[src/logic/rcs_pkg.sv]
/*
  Package for the room controller status and command-value output block:
  timing constants, status format and single-status selector encodings,
  bit positions of the status objects.
  Assumes a 25 MHz system clock.
*/
package rcs_pkg;

  // ****************************************************************
  // Timing
  // ****************************************************************
  localparam int unsigned CLK_HZ = 25000000;
  localparam int unsigned TICK_S = 30;
  localparam longint unsigned TICK_CYC_DEF = longint'(TICK_S) * longint'(CLK_HZ);
  localparam int unsigned INIT_CYC_DEF = 1000;

  // ****************************************************************
  // Status formats and selectors
  // ****************************************************************
  typedef enum logic [1:0] {
    RCS_FMT_OFF = 2'h0,
    RCS_FMT_STD = 2'h1,
    RCS_FMT_GEN = 2'h2,
    RCS_FMT_ONE = 2'h3
  } rcs_fmt_t;

  typedef enum logic [2:0] {
    RCS_SEL_COMFORT = 3'h0,
    RCS_SEL_STANDBY = 3'h1,
    RCS_SEL_NIGHT = 3'h2,
    RCS_SEL_PROT = 3'h3,
    RCS_SEL_DISABLED = 3'h4,
    RCS_SEL_HEATCOOL = 3'h5,
    RCS_SEL_INACTIVE = 3'h6,
    RCS_SEL_FROST = 3'h7
  } rcs_sel_t;

  // Operating mode binary codes
  typedef enum logic [1:0] {
    RCS_MODE_COMFORT = 2'h0,
    RCS_MODE_STANDBY = 2'h1,
    RCS_MODE_NIGHT = 2'h2,
    RCS_MODE_PROT = 2'h3
  } rcs_mode_t;

  // Heating/cooling configuration
  typedef enum logic [1:0] {
    RCS_HC_HEAT = 2'h0,
    RCS_HC_COOL = 2'h1,
    RCS_HC_BOTH = 2'h2
  } rcs_hc_t;

  // ****************************************************************
  // Bit positions
  // ****************************************************************
  localparam int unsigned STD_ERR = 0;
  localparam int unsigned STD_HEAT = 8;
  localparam int unsigned STD_DIS = 12;
  localparam int unsigned STD_FROST = 13;
  localparam int unsigned STD_HEATAL = 14;
  localparam int unsigned GEN_DIS = 4;
  localparam int unsigned GEN_HEAT = 5;
  localparam int unsigned GEN_DEAD = 6;
  localparam int unsigned GEN_FROST = 7;
  localparam logic [15:0] STD_RST = 16'h0000;
  localparam logic [7:0] BYTE_RST = 8'h00;

endpackage : rcs_pkg

[src/logic/rcs_status_out.sv]
/*
  Room controller command-value scheduling and status telegram output.
  The controller algorithm supplies modes, alarms and the raw command
  value; this block samples them on a 30 s tick and issues send pulses.
  Assumes all inputs are synchronous to clock and stable when sampled.
*/
// Contract
// PWM: recompute every 30 s, update output only at PWM cycle end.
// PWM: no change or periodic sends; separate PWM period setting. The code sends on a value change at PWM cycle end.
// Two-point: evaluate hysteresis every 30 s, switch only then.
// Two-point: no change threshold; send on change, optional repeat.
// Two-point: resend every cycle time; zero disables resending.
// Format select enables status output and picks one of three formats.
// Standard word: only bits 0, 8, 12, 13, 14 may be nonzero.
// Word bit 0 controller error; bit 8 heating one, cooling zero.
// Word bit 12 set while disabled for dew point.
// Word bit 13 frost undershoot; bit 14 heat alarm.
// Standard format also sends mode and forced-mode bytes.
// General byte bits 0-3 one-hot mode; bit 4 disabled.
// General byte bit 5 heating, bit 6 deadband, bit 7 frost.
// Additional byte carries forced, extension, presence, window, level, heat, dew.
// Single format drives configured bit; comfort includes comfort extension.
// Single heat/cool bit is zero while disabled.
// Single inactive bit only in combined mode deadband, not disabled.
// Frost alarm at or below +5 C; no control effect.
// Status first sent after init phase, then every 30 s.
// Status telegram only when value differs from last sent.
// Last sent status held in registers, loaded at first send.
`timescale 1ns/1ps
module rcs_status_out #(
  parameter longint unsigned TICK_CYC = rcs_pkg::TICK_CYC_DEF,
  parameter int unsigned INIT_CYC = rcs_pkg::INIT_CYC_DEF
) (
  input wire logic clock,
  input wire logic rst_n,
  input wire logic alg_pwm,
  input wire logic [7:0] cv_pi,
  input wire logic [23:0] pwm_period_cyc,
  input wire logic tp_demand,
  input wire logic [7:0] resend_ticks,
  input wire logic [1:0] status_fmt,
  input wire logic [2:0] single_sel,
  input wire logic [1:0] op_mode,
  input wire logic forced_mode,
  input wire logic [7:0] forced_code,
  input wire logic [7:0] mode_code,
  input wire logic [1:0] hc_cfg,
  input wire logic heating,
  input wire logic ctrl_err,
  input wire logic ctrl_disabled,
  input wire logic frost_low,
  input wire logic heat_alarm,
  input wire logic in_deadband,
  input wire logic comfort_ext,
  input wire logic pres_det,
  input wire logic pres_btn,
  input wire logic window_open,
  input wire logic add_level,
  input wire logic heat_prot,
  output logic pwm_out,
  output logic [7:0] cv_byte,
  output logic cv_bit,
  output logic cv_send,
  output logic [15:0] std_word,
  output logic std_word_send,
  output logic [7:0] std_mode,
  output logic std_mode_send,
  output logic [7:0] std_forced,
  output logic std_forced_send,
  output logic [7:0] gen_status,
  output logic gen_status_send,
  output logic [7:0] gen_add,
  output logic gen_add_send,
  output logic single_bit,
  output logic single_send
);

  localparam int unsigned TW = $clog2(TICK_CYC + 1);
  localparam int unsigned IW = $clog2(INIT_CYC + 1);

  // ****************************************************************
  // Init phase and 30 s tick
  // ****************************************************************
  logic init_done_r;
  logic first_r;
  logic tick;
  logic init_pulse;

  rcs_tick #(.W(IW)) u_init (
    .clock(clock),
    .rst_n(rst_n),
    .run(!init_done_r),
    .period(IW'(INIT_CYC)),
    .pulse(init_pulse)
  );

  // tick only after init
  rcs_tick #(.W(TW)) u_tick (
    .clock(clock),
    .rst_n(rst_n),
    .run(init_done_r),
    .period(TW'(TICK_CYC)),
    .pulse(tick)
  );

  // Init completion latches; first_r marks the forced first evaluation
  always_ff @(posedge clock) begin
    if (!rst_n) begin
      init_done_r <= 1'b0;
      first_r <= 1'b0;
    end else begin
      if (init_pulse) init_done_r <= 1'b1;
      first_r <= init_pulse;
    end
  end

  // Evaluation instant: end of init, then every tick
  wire eval = first_r | tick;

  // ****************************************************************
  // Switching PI (PWM)
  // ****************************************************************
  logic [7:0] cv_calc_r;
  logic [23:0] pwm_cnt_r;
  wire pwm_end = (pwm_cnt_r >= pwm_period_cyc - 24'h000001);
  // Duty threshold: cv_byte/255 of the period, rounded down
  wire [31:0] duty_full = pwm_period_cyc * cv_byte;
  wire [23:0] duty_cyc = 24'(duty_full / 32'h000000FF);

  // command value recomputed on tick, applied at PWM end
  // change send at PWM cycle end, no cyclic sends; period from its own setting
  always_ff @(posedge clock) begin
    if (!rst_n || !alg_pwm) begin
      cv_calc_r <= 8'h00;
      pwm_cnt_r <= 24'h000000;
    end else begin
      if (eval) cv_calc_r <= cv_pi;
      pwm_cnt_r <= pwm_end ? 24'h000000 : pwm_cnt_r + 24'h000001;
    end
  end

  // ****************************************************************
  // Two-point control and periodic resend
  // ****************************************************************
  logic [7:0] rep_cnt_r;
  wire rep_due = (resend_ticks != 8'h00) && (rep_cnt_r + 8'h01 >= resend_ticks);
  wire tp_change = eval && (tp_demand != cv_bit);

  // Output registers for command values
  always_ff @(posedge clock) begin
    if (!rst_n) begin
      cv_byte <= 8'h00;
      cv_bit <= 1'b0;
      pwm_out <= 1'b0;
      cv_send <= 1'b0;
      rep_cnt_r <= 8'h00;
    end else if (alg_pwm) begin
      rep_cnt_r <= 8'h00;
      // update only at end of PWM cycle
      if (pwm_end) cv_byte <= cv_calc_r;
      pwm_out <= (pwm_cnt_r < duty_cyc) && (cv_byte != 8'h00);
      cv_bit <= 1'b0;
      cv_send <= pwm_end && (cv_byte != cv_calc_r);
    end else begin
      pwm_out <= 1'b0;
      cv_byte <= {8{cv_bit}};
      // switch value changes only at evaluation
      if (eval) cv_bit <= tp_demand;
      // change send, plus repeat every resend_ticks ticks
      cv_send <= tp_change || (tick && rep_due);
      // Frozen while resending is off; only a change send clears it, otherwise the count resumes when resending is enabled again
      if (tp_change || (tick && rep_due)) rep_cnt_r <= 8'h00;
      else if (tick && resend_ticks != 8'h00) rep_cnt_r <= rep_cnt_r + 8'h01;
    end
  end

  // ****************************************************************
  // Status word and bytes (combinational)
  // ****************************************************************
  wire mode_comfort = (op_mode == rcs_pkg::RCS_MODE_COMFORT);
  wire mode_standby = (op_mode == rcs_pkg::RCS_MODE_STANDBY);
  wire mode_night = (op_mode == rcs_pkg::RCS_MODE_NIGHT);
  wire mode_prot = (op_mode == rcs_pkg::RCS_MODE_PROT);
  // deadband only in combined mode and enabled
  wire inactive = (hc_cfg == rcs_pkg::RCS_HC_BOTH) && in_deadband && !ctrl_disabled;
  // heat/cool forced low while disabled
  wire heat_sgl = heating && !ctrl_disabled;

  // only five bits may be nonzero
  logic [15:0] std_new;
  always_comb begin
    std_new = rcs_pkg::STD_RST;
    std_new[rcs_pkg::STD_ERR] = ctrl_err;
    std_new[rcs_pkg::STD_HEAT] = heating;
    std_new[rcs_pkg::STD_DIS] = ctrl_disabled;
    std_new[rcs_pkg::STD_FROST] = frost_low;
    std_new[rcs_pkg::STD_HEATAL] = heat_alarm;
  end

  // general status byte; R18 frost is status only
  wire [7:0] gen_new = {frost_low, inactive, heating, ctrl_disabled,
                        mode_prot, mode_night, mode_standby, mode_comfort};
  // additional status byte
  wire [7:0] add_new = {ctrl_disabled, heat_prot, add_level, window_open,
                        pres_btn, pres_det, comfort_ext, !forced_mode};

  // single bit selection
  logic sgl_new;
  always_comb begin
    unique case (rcs_pkg::rcs_sel_t'(single_sel))
      rcs_pkg::RCS_SEL_COMFORT: sgl_new = mode_comfort | comfort_ext;
      rcs_pkg::RCS_SEL_STANDBY: sgl_new = mode_standby;
      rcs_pkg::RCS_SEL_NIGHT: sgl_new = mode_night;
      rcs_pkg::RCS_SEL_PROT: sgl_new = mode_prot;
      rcs_pkg::RCS_SEL_DISABLED: sgl_new = ctrl_disabled;
      rcs_pkg::RCS_SEL_HEATCOOL: sgl_new = heat_sgl;
      rcs_pkg::RCS_SEL_INACTIVE: sgl_new = inactive;
      rcs_pkg::RCS_SEL_FROST: sgl_new = frost_low;
    endcase
  end

  // format enables
  wire f_std = (status_fmt == rcs_pkg::RCS_FMT_STD);
  wire f_gen = (status_fmt == rcs_pkg::RCS_FMT_GEN);
  wire f_one = (status_fmt == rcs_pkg::RCS_FMT_ONE);

  // send only on difference; first evaluation always sends
  wire s_word = eval && f_std && (first_r || std_new != std_word);
  wire s_mode = eval && f_std && (first_r || mode_code != std_mode);
  wire s_forc = eval && f_std && (first_r || forced_code != std_forced);
  wire s_gen = eval && f_gen && (first_r || gen_new != gen_status);
  wire s_add = eval && f_gen && (first_r || add_new != gen_add);
  wire s_one = eval && f_one && (first_r || sgl_new != single_bit);

  // ****************************************************************
  // Last-sent registers, which are also the telegram outputs
  // ****************************************************************
  // hold last transmitted value for comparison
  // mode and forced-mode bytes
  always_ff @(posedge clock) begin
    if (!rst_n) begin
      std_word <= rcs_pkg::STD_RST;
      std_mode <= rcs_pkg::BYTE_RST;
      std_forced <= rcs_pkg::BYTE_RST;
      gen_status <= rcs_pkg::BYTE_RST;
      gen_add <= rcs_pkg::BYTE_RST;
      single_bit <= 1'b0;
    end else begin
      if (s_word) std_word <= std_new;
      if (s_mode) std_mode <= mode_code;
      if (s_forc) std_forced <= forced_code;
      if (s_gen) gen_status <= gen_new;
      if (s_add) gen_add <= add_new;
      if (s_one) single_bit <= sgl_new;
    end
  end

  // Send strobes, one cycle, aligned with the new value
  always_ff @(posedge clock) begin
    if (!rst_n) begin
      std_word_send <= 1'b0;
      std_mode_send <= 1'b0;
      std_forced_send <= 1'b0;
      gen_status_send <= 1'b0;
      gen_add_send <= 1'b0;
      single_send <= 1'b0;
    end else begin
      std_word_send <= s_word;
      std_mode_send <= s_mode;
      std_forced_send <= s_forc;
      gen_status_send <= s_gen;
      gen_add_send <= s_add;
      single_send <= s_one;
    end
  end

  // ****************************************************************
  // Checks
  // ****************************************************************
  a_std_zero_bits: assert property (@(posedge clock) disable iff (!rst_n)
    (std_word & 16'h8EFE) == 16'h0000) else $error("reserved status bit set");
  a_word_on_change: assert property (@(posedge clock) disable iff (!rst_n)
    std_word_send && !$past(first_r) |-> std_word != $past(std_word)) else $error("unchanged word sent");
  a_send_on_eval: assert property (@(posedge clock) disable iff (!rst_n)
    gen_status_send |-> $past(eval)) else $error("status sent off tick");
  a_hc_disabled: assert property (@(posedge clock) disable iff (!rst_n)
    single_send && single_sel == 3'h5 && $past(ctrl_disabled) |-> !single_bit) else $error("heat bit while off");
  a_inactive_mode: assert property (@(posedge clock) disable iff (!rst_n)
    gen_status_send && $past(hc_cfg) != 2'h2 |-> !gen_status[6]) else $error("deadband outside combined");
  a_tp_switch: assert property (@(posedge clock) disable iff (!rst_n)
    !alg_pwm && $past(!alg_pwm) && cv_bit != $past(cv_bit) |-> $past(eval)) else $error("switch off tick");
  a_pwm_update: assert property (@(posedge clock) disable iff (!rst_n)
    alg_pwm && $past(alg_pwm) && cv_byte != $past(cv_byte) |-> $past(pwm_end)) else $error("pwm update mid cycle");
  a_no_resend0: assert property (@(posedge clock) disable iff (!rst_n)
    !alg_pwm && $past(!alg_pwm) && $past(resend_ticks) == 8'h00 && cv_send |-> $past(tp_change))
    else $error("resend with zero cycle");
  a_gen_bits: assert property (@(posedge clock) disable iff (!rst_n)
    gen_status_send |-> gen_status[5] == $past(heating) && gen_status[7] == $past(frost_low))
    else $error("general byte wrong");

endmodule : rcs_status_out

[src/logic/rcs_tick.sv]
/*
  Cycle counter producing a one-cycle pulse when a programmable count
  elapses. Used for the 30 s evaluation tick and the init phase.
  Assumes synchronous active-low reset and a single clock.
*/
`timescale 1ns/1ps
module rcs_tick #(
  parameter int unsigned W = 30
) (
  input wire logic clock,
  input wire logic rst_n,
  input wire logic run,
  input wire logic [W-1:0] period,
  output logic pulse
);

  logic [W-1:0] cnt_r;
  wire last = (cnt_r >= period - W'(1));

  // ****************************************************************
  // Counter; stopped counter restarts from zero
  // ****************************************************************
  always_ff @(posedge clock) begin
    if (!rst_n || !run) begin
      cnt_r <= '0;
      pulse <= 1'b0;
    end else begin
      cnt_r <= last ? '0 : cnt_r + W'(1);
      pulse <= last;
    end
  end

endmodule : rcs_tick

[config.mk]
export PLATFORM = sky130hd
export DESIGN_NAME = rcs_status_out
export DESIGN_NICKNAME = d
export VERILOG_FILES = /design/src/logic/rcs_pkg.sv /design/src/logic/rcs_status_out.sv /design/src/logic/rcs_tick.sv
export SDC_FILE = /design/constraint.sdc
export NUM_CORES = 1
export LEC_CHECK = 0
export BUFFER_PORTS_ARGS = -buffer_cell sky130_fd_sc_hd__buf_2
export CAP_MARGIN = 0
export CORE_MARGIN = 3
export CORE_UTILIZATION = 50
export CTS_CLUSTER_DIAMETER = 50
export DETAILED_ROUTE_END_ITERATION = 12
export PLACE_DENSITY = 0.64
export RECOVER_POWER = 100
export REMOVE_ABC_BUFFERS = 1
export SKIP_LAST_GASP = 1
export SLEW_MARGIN = 15
export SYNTH_ARGS = -nofsm -noshare
export SYNTH_HDL_FRONTEND = slang
export SYNTH_SLANG_ARGS = --single-unit
[constraint.sdc]
create_clock -name clock -period 54.9 [get_ports clock]
set_input_delay 8.235 -clock clock [delete_from_list [all_inputs] [get_ports clock]]
set_output_delay 8.235 -clock clock [all_outputs]
set_load 0.05 [all_outputs]
==> flow_summary_export.csv <==
group,metric,value,unit
placed_design,dp_hpwl,47740,um
global_routing,grt_pass1_vias,19425,
cts,hold_buffers,0,
sta,worst_slew_pin_slew,2115,ps
critical_path,cp_data_arrival_time,31960,ps
critical_path,crit_path_max_fanout,19,
routing,wl_per_cell,17.99,um
sta,fmax,0.03164,GHz
cts,cts_tree,"built",
cts,numCtsBuffers,17,
critical_path,worstReg2RegStart,"cv_byte[2]",
sta,rsz0062_at_grt,"false",
floorplan,ios,148,
placed_design,portBuffers,136,
global_routing,grt_antenna_before_repair,3,
critical_path,crit_start,"pwm_period_cyc[3]",
critical_path,required,55250,ps
routing,drt_iter0_markers,1518,
routing,drtPass1Iterations,6,
synthesis,ys_types,142,
sta,relSlewSlack,-0.4097,
run_status,outcome,"finished with violations",
critical_path,r2r_cells,71,
layout,final_cell_mix,"nand2_1, nor2_1, and2_1",
global_routing,gr-total-overflow,0,
sta,min_period,31610,ps
layout,final_common_cell,"nand2_1",
floorplan,fp.dieH,211,um
critical_path,startpoint_type,"input pin",
synthesis,synthFlopType,"dfxtp_1",
global_routing,grt_usage,0.2628,
routing,ant_nets,0,
cts,clockBufferDepth,2,
sta,maxSlewViolCount,58,
critical_path,slowest_delay,1010,ps
critical_path,criticalPathCategory,"input pin to flip-flop",
floorplan,core_area,41200,um2
synthesis,synth_area,21010,um2
synthesis,yosys_warnings,0,
routing,wl,59170,um
sta,setup_viol,0,
sta,fin_tns_setup,0,ps
layout,syn_to_final_growth,6.639,%
critical_path,reg2reg_slack,30130,ps
floorplan,dieArea,44520,um2
cts,htree_levels,4,
synthesis,avgSynthCellArea,7.771,um2
routing,vias,20071,
sta,hold_viol_final,0,
critical_path,slowest_stage,"a21oi_1",
layout,drive_above_1_share,0.08379,
cts,post-cts-setup-buffers,0,
cts,path_clk_slew,70,ps
sta,fin_crit_sh,0.5757,
sta,fin_skew,14.60,ps
run,drv_cap,2,
routing,viasPerCell,6.101,
cts,clk_latency,430,ps
synthesis,syn_inst,2704,
floorplan,row_count,74,
synthesis,ys_seq_area_frac,0.1324,
critical_path,timing.rr.end,"pwm_out",
run_status,failed_checks,"max-capacitance violations, max-slew violations",
global_routing,grt_max_degree,48,
critical_path,worstSetupEndpointType,"flip-flop",
hold_path,hold_class,"flip-flop to flip-flop",
layout,nFillCells,4001,
cts,cts_resized,0,
layout,num-nets-final,3071,
placed_design,place.gp.congestion,0.9176,
synthesis,synth-async-reset-ratio,0,
synthesis,synth_edf_count,0,
cts,cts_sinks,139,
global_routing,grt_pass1_wl,97770,um
floorplan,start_util,0.5100,
critical_path,endpoint,"pwm_out",
routing,drc,0,
synthesis,ys_ff_latch,139,
floorplan,die_x,211,um
cts,cts-root-buf,"clkbuf_16",
-- sequential cells by signal, summed over array words and instances, names as in the netlist, 5 cells and up --
signal,cells
cv_byte,8
cv_calc_r,8
gen_add,8
gen_status,8
pwm_cnt_r,24
rep_cnt_r,8
std_forced,8
std_mode,8
std_word,5
u_init.cnt_r,10
u_tick.cnt_r,30
-- worst min-delay path by stage --
stage / startpoint / endpoint / slack [ps] / depth (start not counted)
2_1_floorplan: u_init.cnt_r[0] / u_init.cnt_r[0] / 420 / 1
3_3_place_gp: u_init.cnt_r[0] / u_init.cnt_r[0] / 430 / 1
3_5_place_dp: u_init.cnt_r[0] / u_init.cnt_r[0] / 440 / 1
4_1_cts: u_init.cnt_r[0] / u_init.cnt_r[0] / 450 / 1
5_1_grt: u_init.cnt_r[0] / u_init.cnt_r[0] / 480 / 1
6_report: u_init.cnt_r[0] / u_init.cnt_r[0] / 450 / 1
-- synth_stat cells (all sizes together), types with 10 or more instances --
master,instances,area [um2]
a2111oi,13,147.6
a211o,14,123.9
a211oi,28,247.7
a21boi,13,108.9
a21o,34,256.5
a21oi,146,753.2
a311oi,10,128.9
a31oi,30,209.0
and2,166,1039
and3,39,244.0
buf,41,256.5
clkbuf,94,352.8
dfxtp,139,2783
fa,132,2643
ha,113,1414
inv,157,589.3
mux2i,29,290.3
nand2,289,1090
nand2b,32,207.7
nand3,99,500.5
nand4,49,319.0
nor2,247,955.9
nor2b,27,168.9
nor3,80,464.2
nor4,30,240.2
o211a,13,130.1
o211ai,31,251.5
o21a,19,142.6
o21ai,98,501.7
o22ai,17,112.6
o31a,11,96.34
o31ai,21,195.2
o41ai,12,168.9
or2,22,137.6
or3,27,183.9
or4,10,82.58
xnor2,123,1085
xor2,90,788.3
-- critical path, delay by kind of cell --
| family | cells | cell delay (ps) |
|---|---|---|
| AO/OA/AOI/OAI | 35 | 13460 |
| XOR/XNOR | 2 | 460 |
| adder cells (fa/ha/maj) | 7 | 2960 |
| buffers and inverters | 4 | 510 |
| AND/OR/NAND/NOR | 23 | 6250 |
-- stage by stage --
stage	cell area (um2)	hold slack (ps)	util	cells	worst slack, ps
final	22410	447.2	0.5439	3290	23290
after global routing	22410	475.0	0.5439	3290	21450
after CTS	22490	450.5	0.5459	3289	23700
after detailed placement	21870	441.1	0.5308	3257	23300
after global placement	21870	429.9	0.5308	3257	24080
after floorplan	20440	417.9	-	2579	26460
-- metal layers --
layer  share of wire  vias up  GRT usage
li1                -     9651          -
met1            0.46     9686     0.3626
met2            0.46      661     0.4351
met3           0.063       69    0.04589
met4           0.014        4    0.05543
met5         0.00032        -          0
-- cells by family after synthesis --
logic type	Yosys count	share of synthesized area
AND/OR/NAND/NOR	1158	0.2853
AO/OA/AOI/OAI	613	0.2195
buffers and inverters	292	0.05704
adder cells (fa/ha/maj)	248	0.1945
XOR/XNOR	216	0.09235
flip-flops	139	0.1324
multiplexers	37	0.01864
other	1	0.0001785
-- cell type report --
cell class | instances | area (um2) | area share
diodes | 1 | 2.502 | 0.0001117
clock buffers | 17 | 425.4 | 0.01898
clock inverters | 15 | 198.9 | 0.008878
inverters | 157 | 589.3 | 0.02630
multi-input cells | 2283 | 17070 | 0.7619
flip-flops and latches | 139 | 2783 | 0.1242
well taps | 532 | 665.6 | 0.02971
repair buffers | 146 | 670.6 | 0.02993
Power is not shown: default switching activity piles up to over one toggle a cycle in this logic, so the estimate is an artifact.
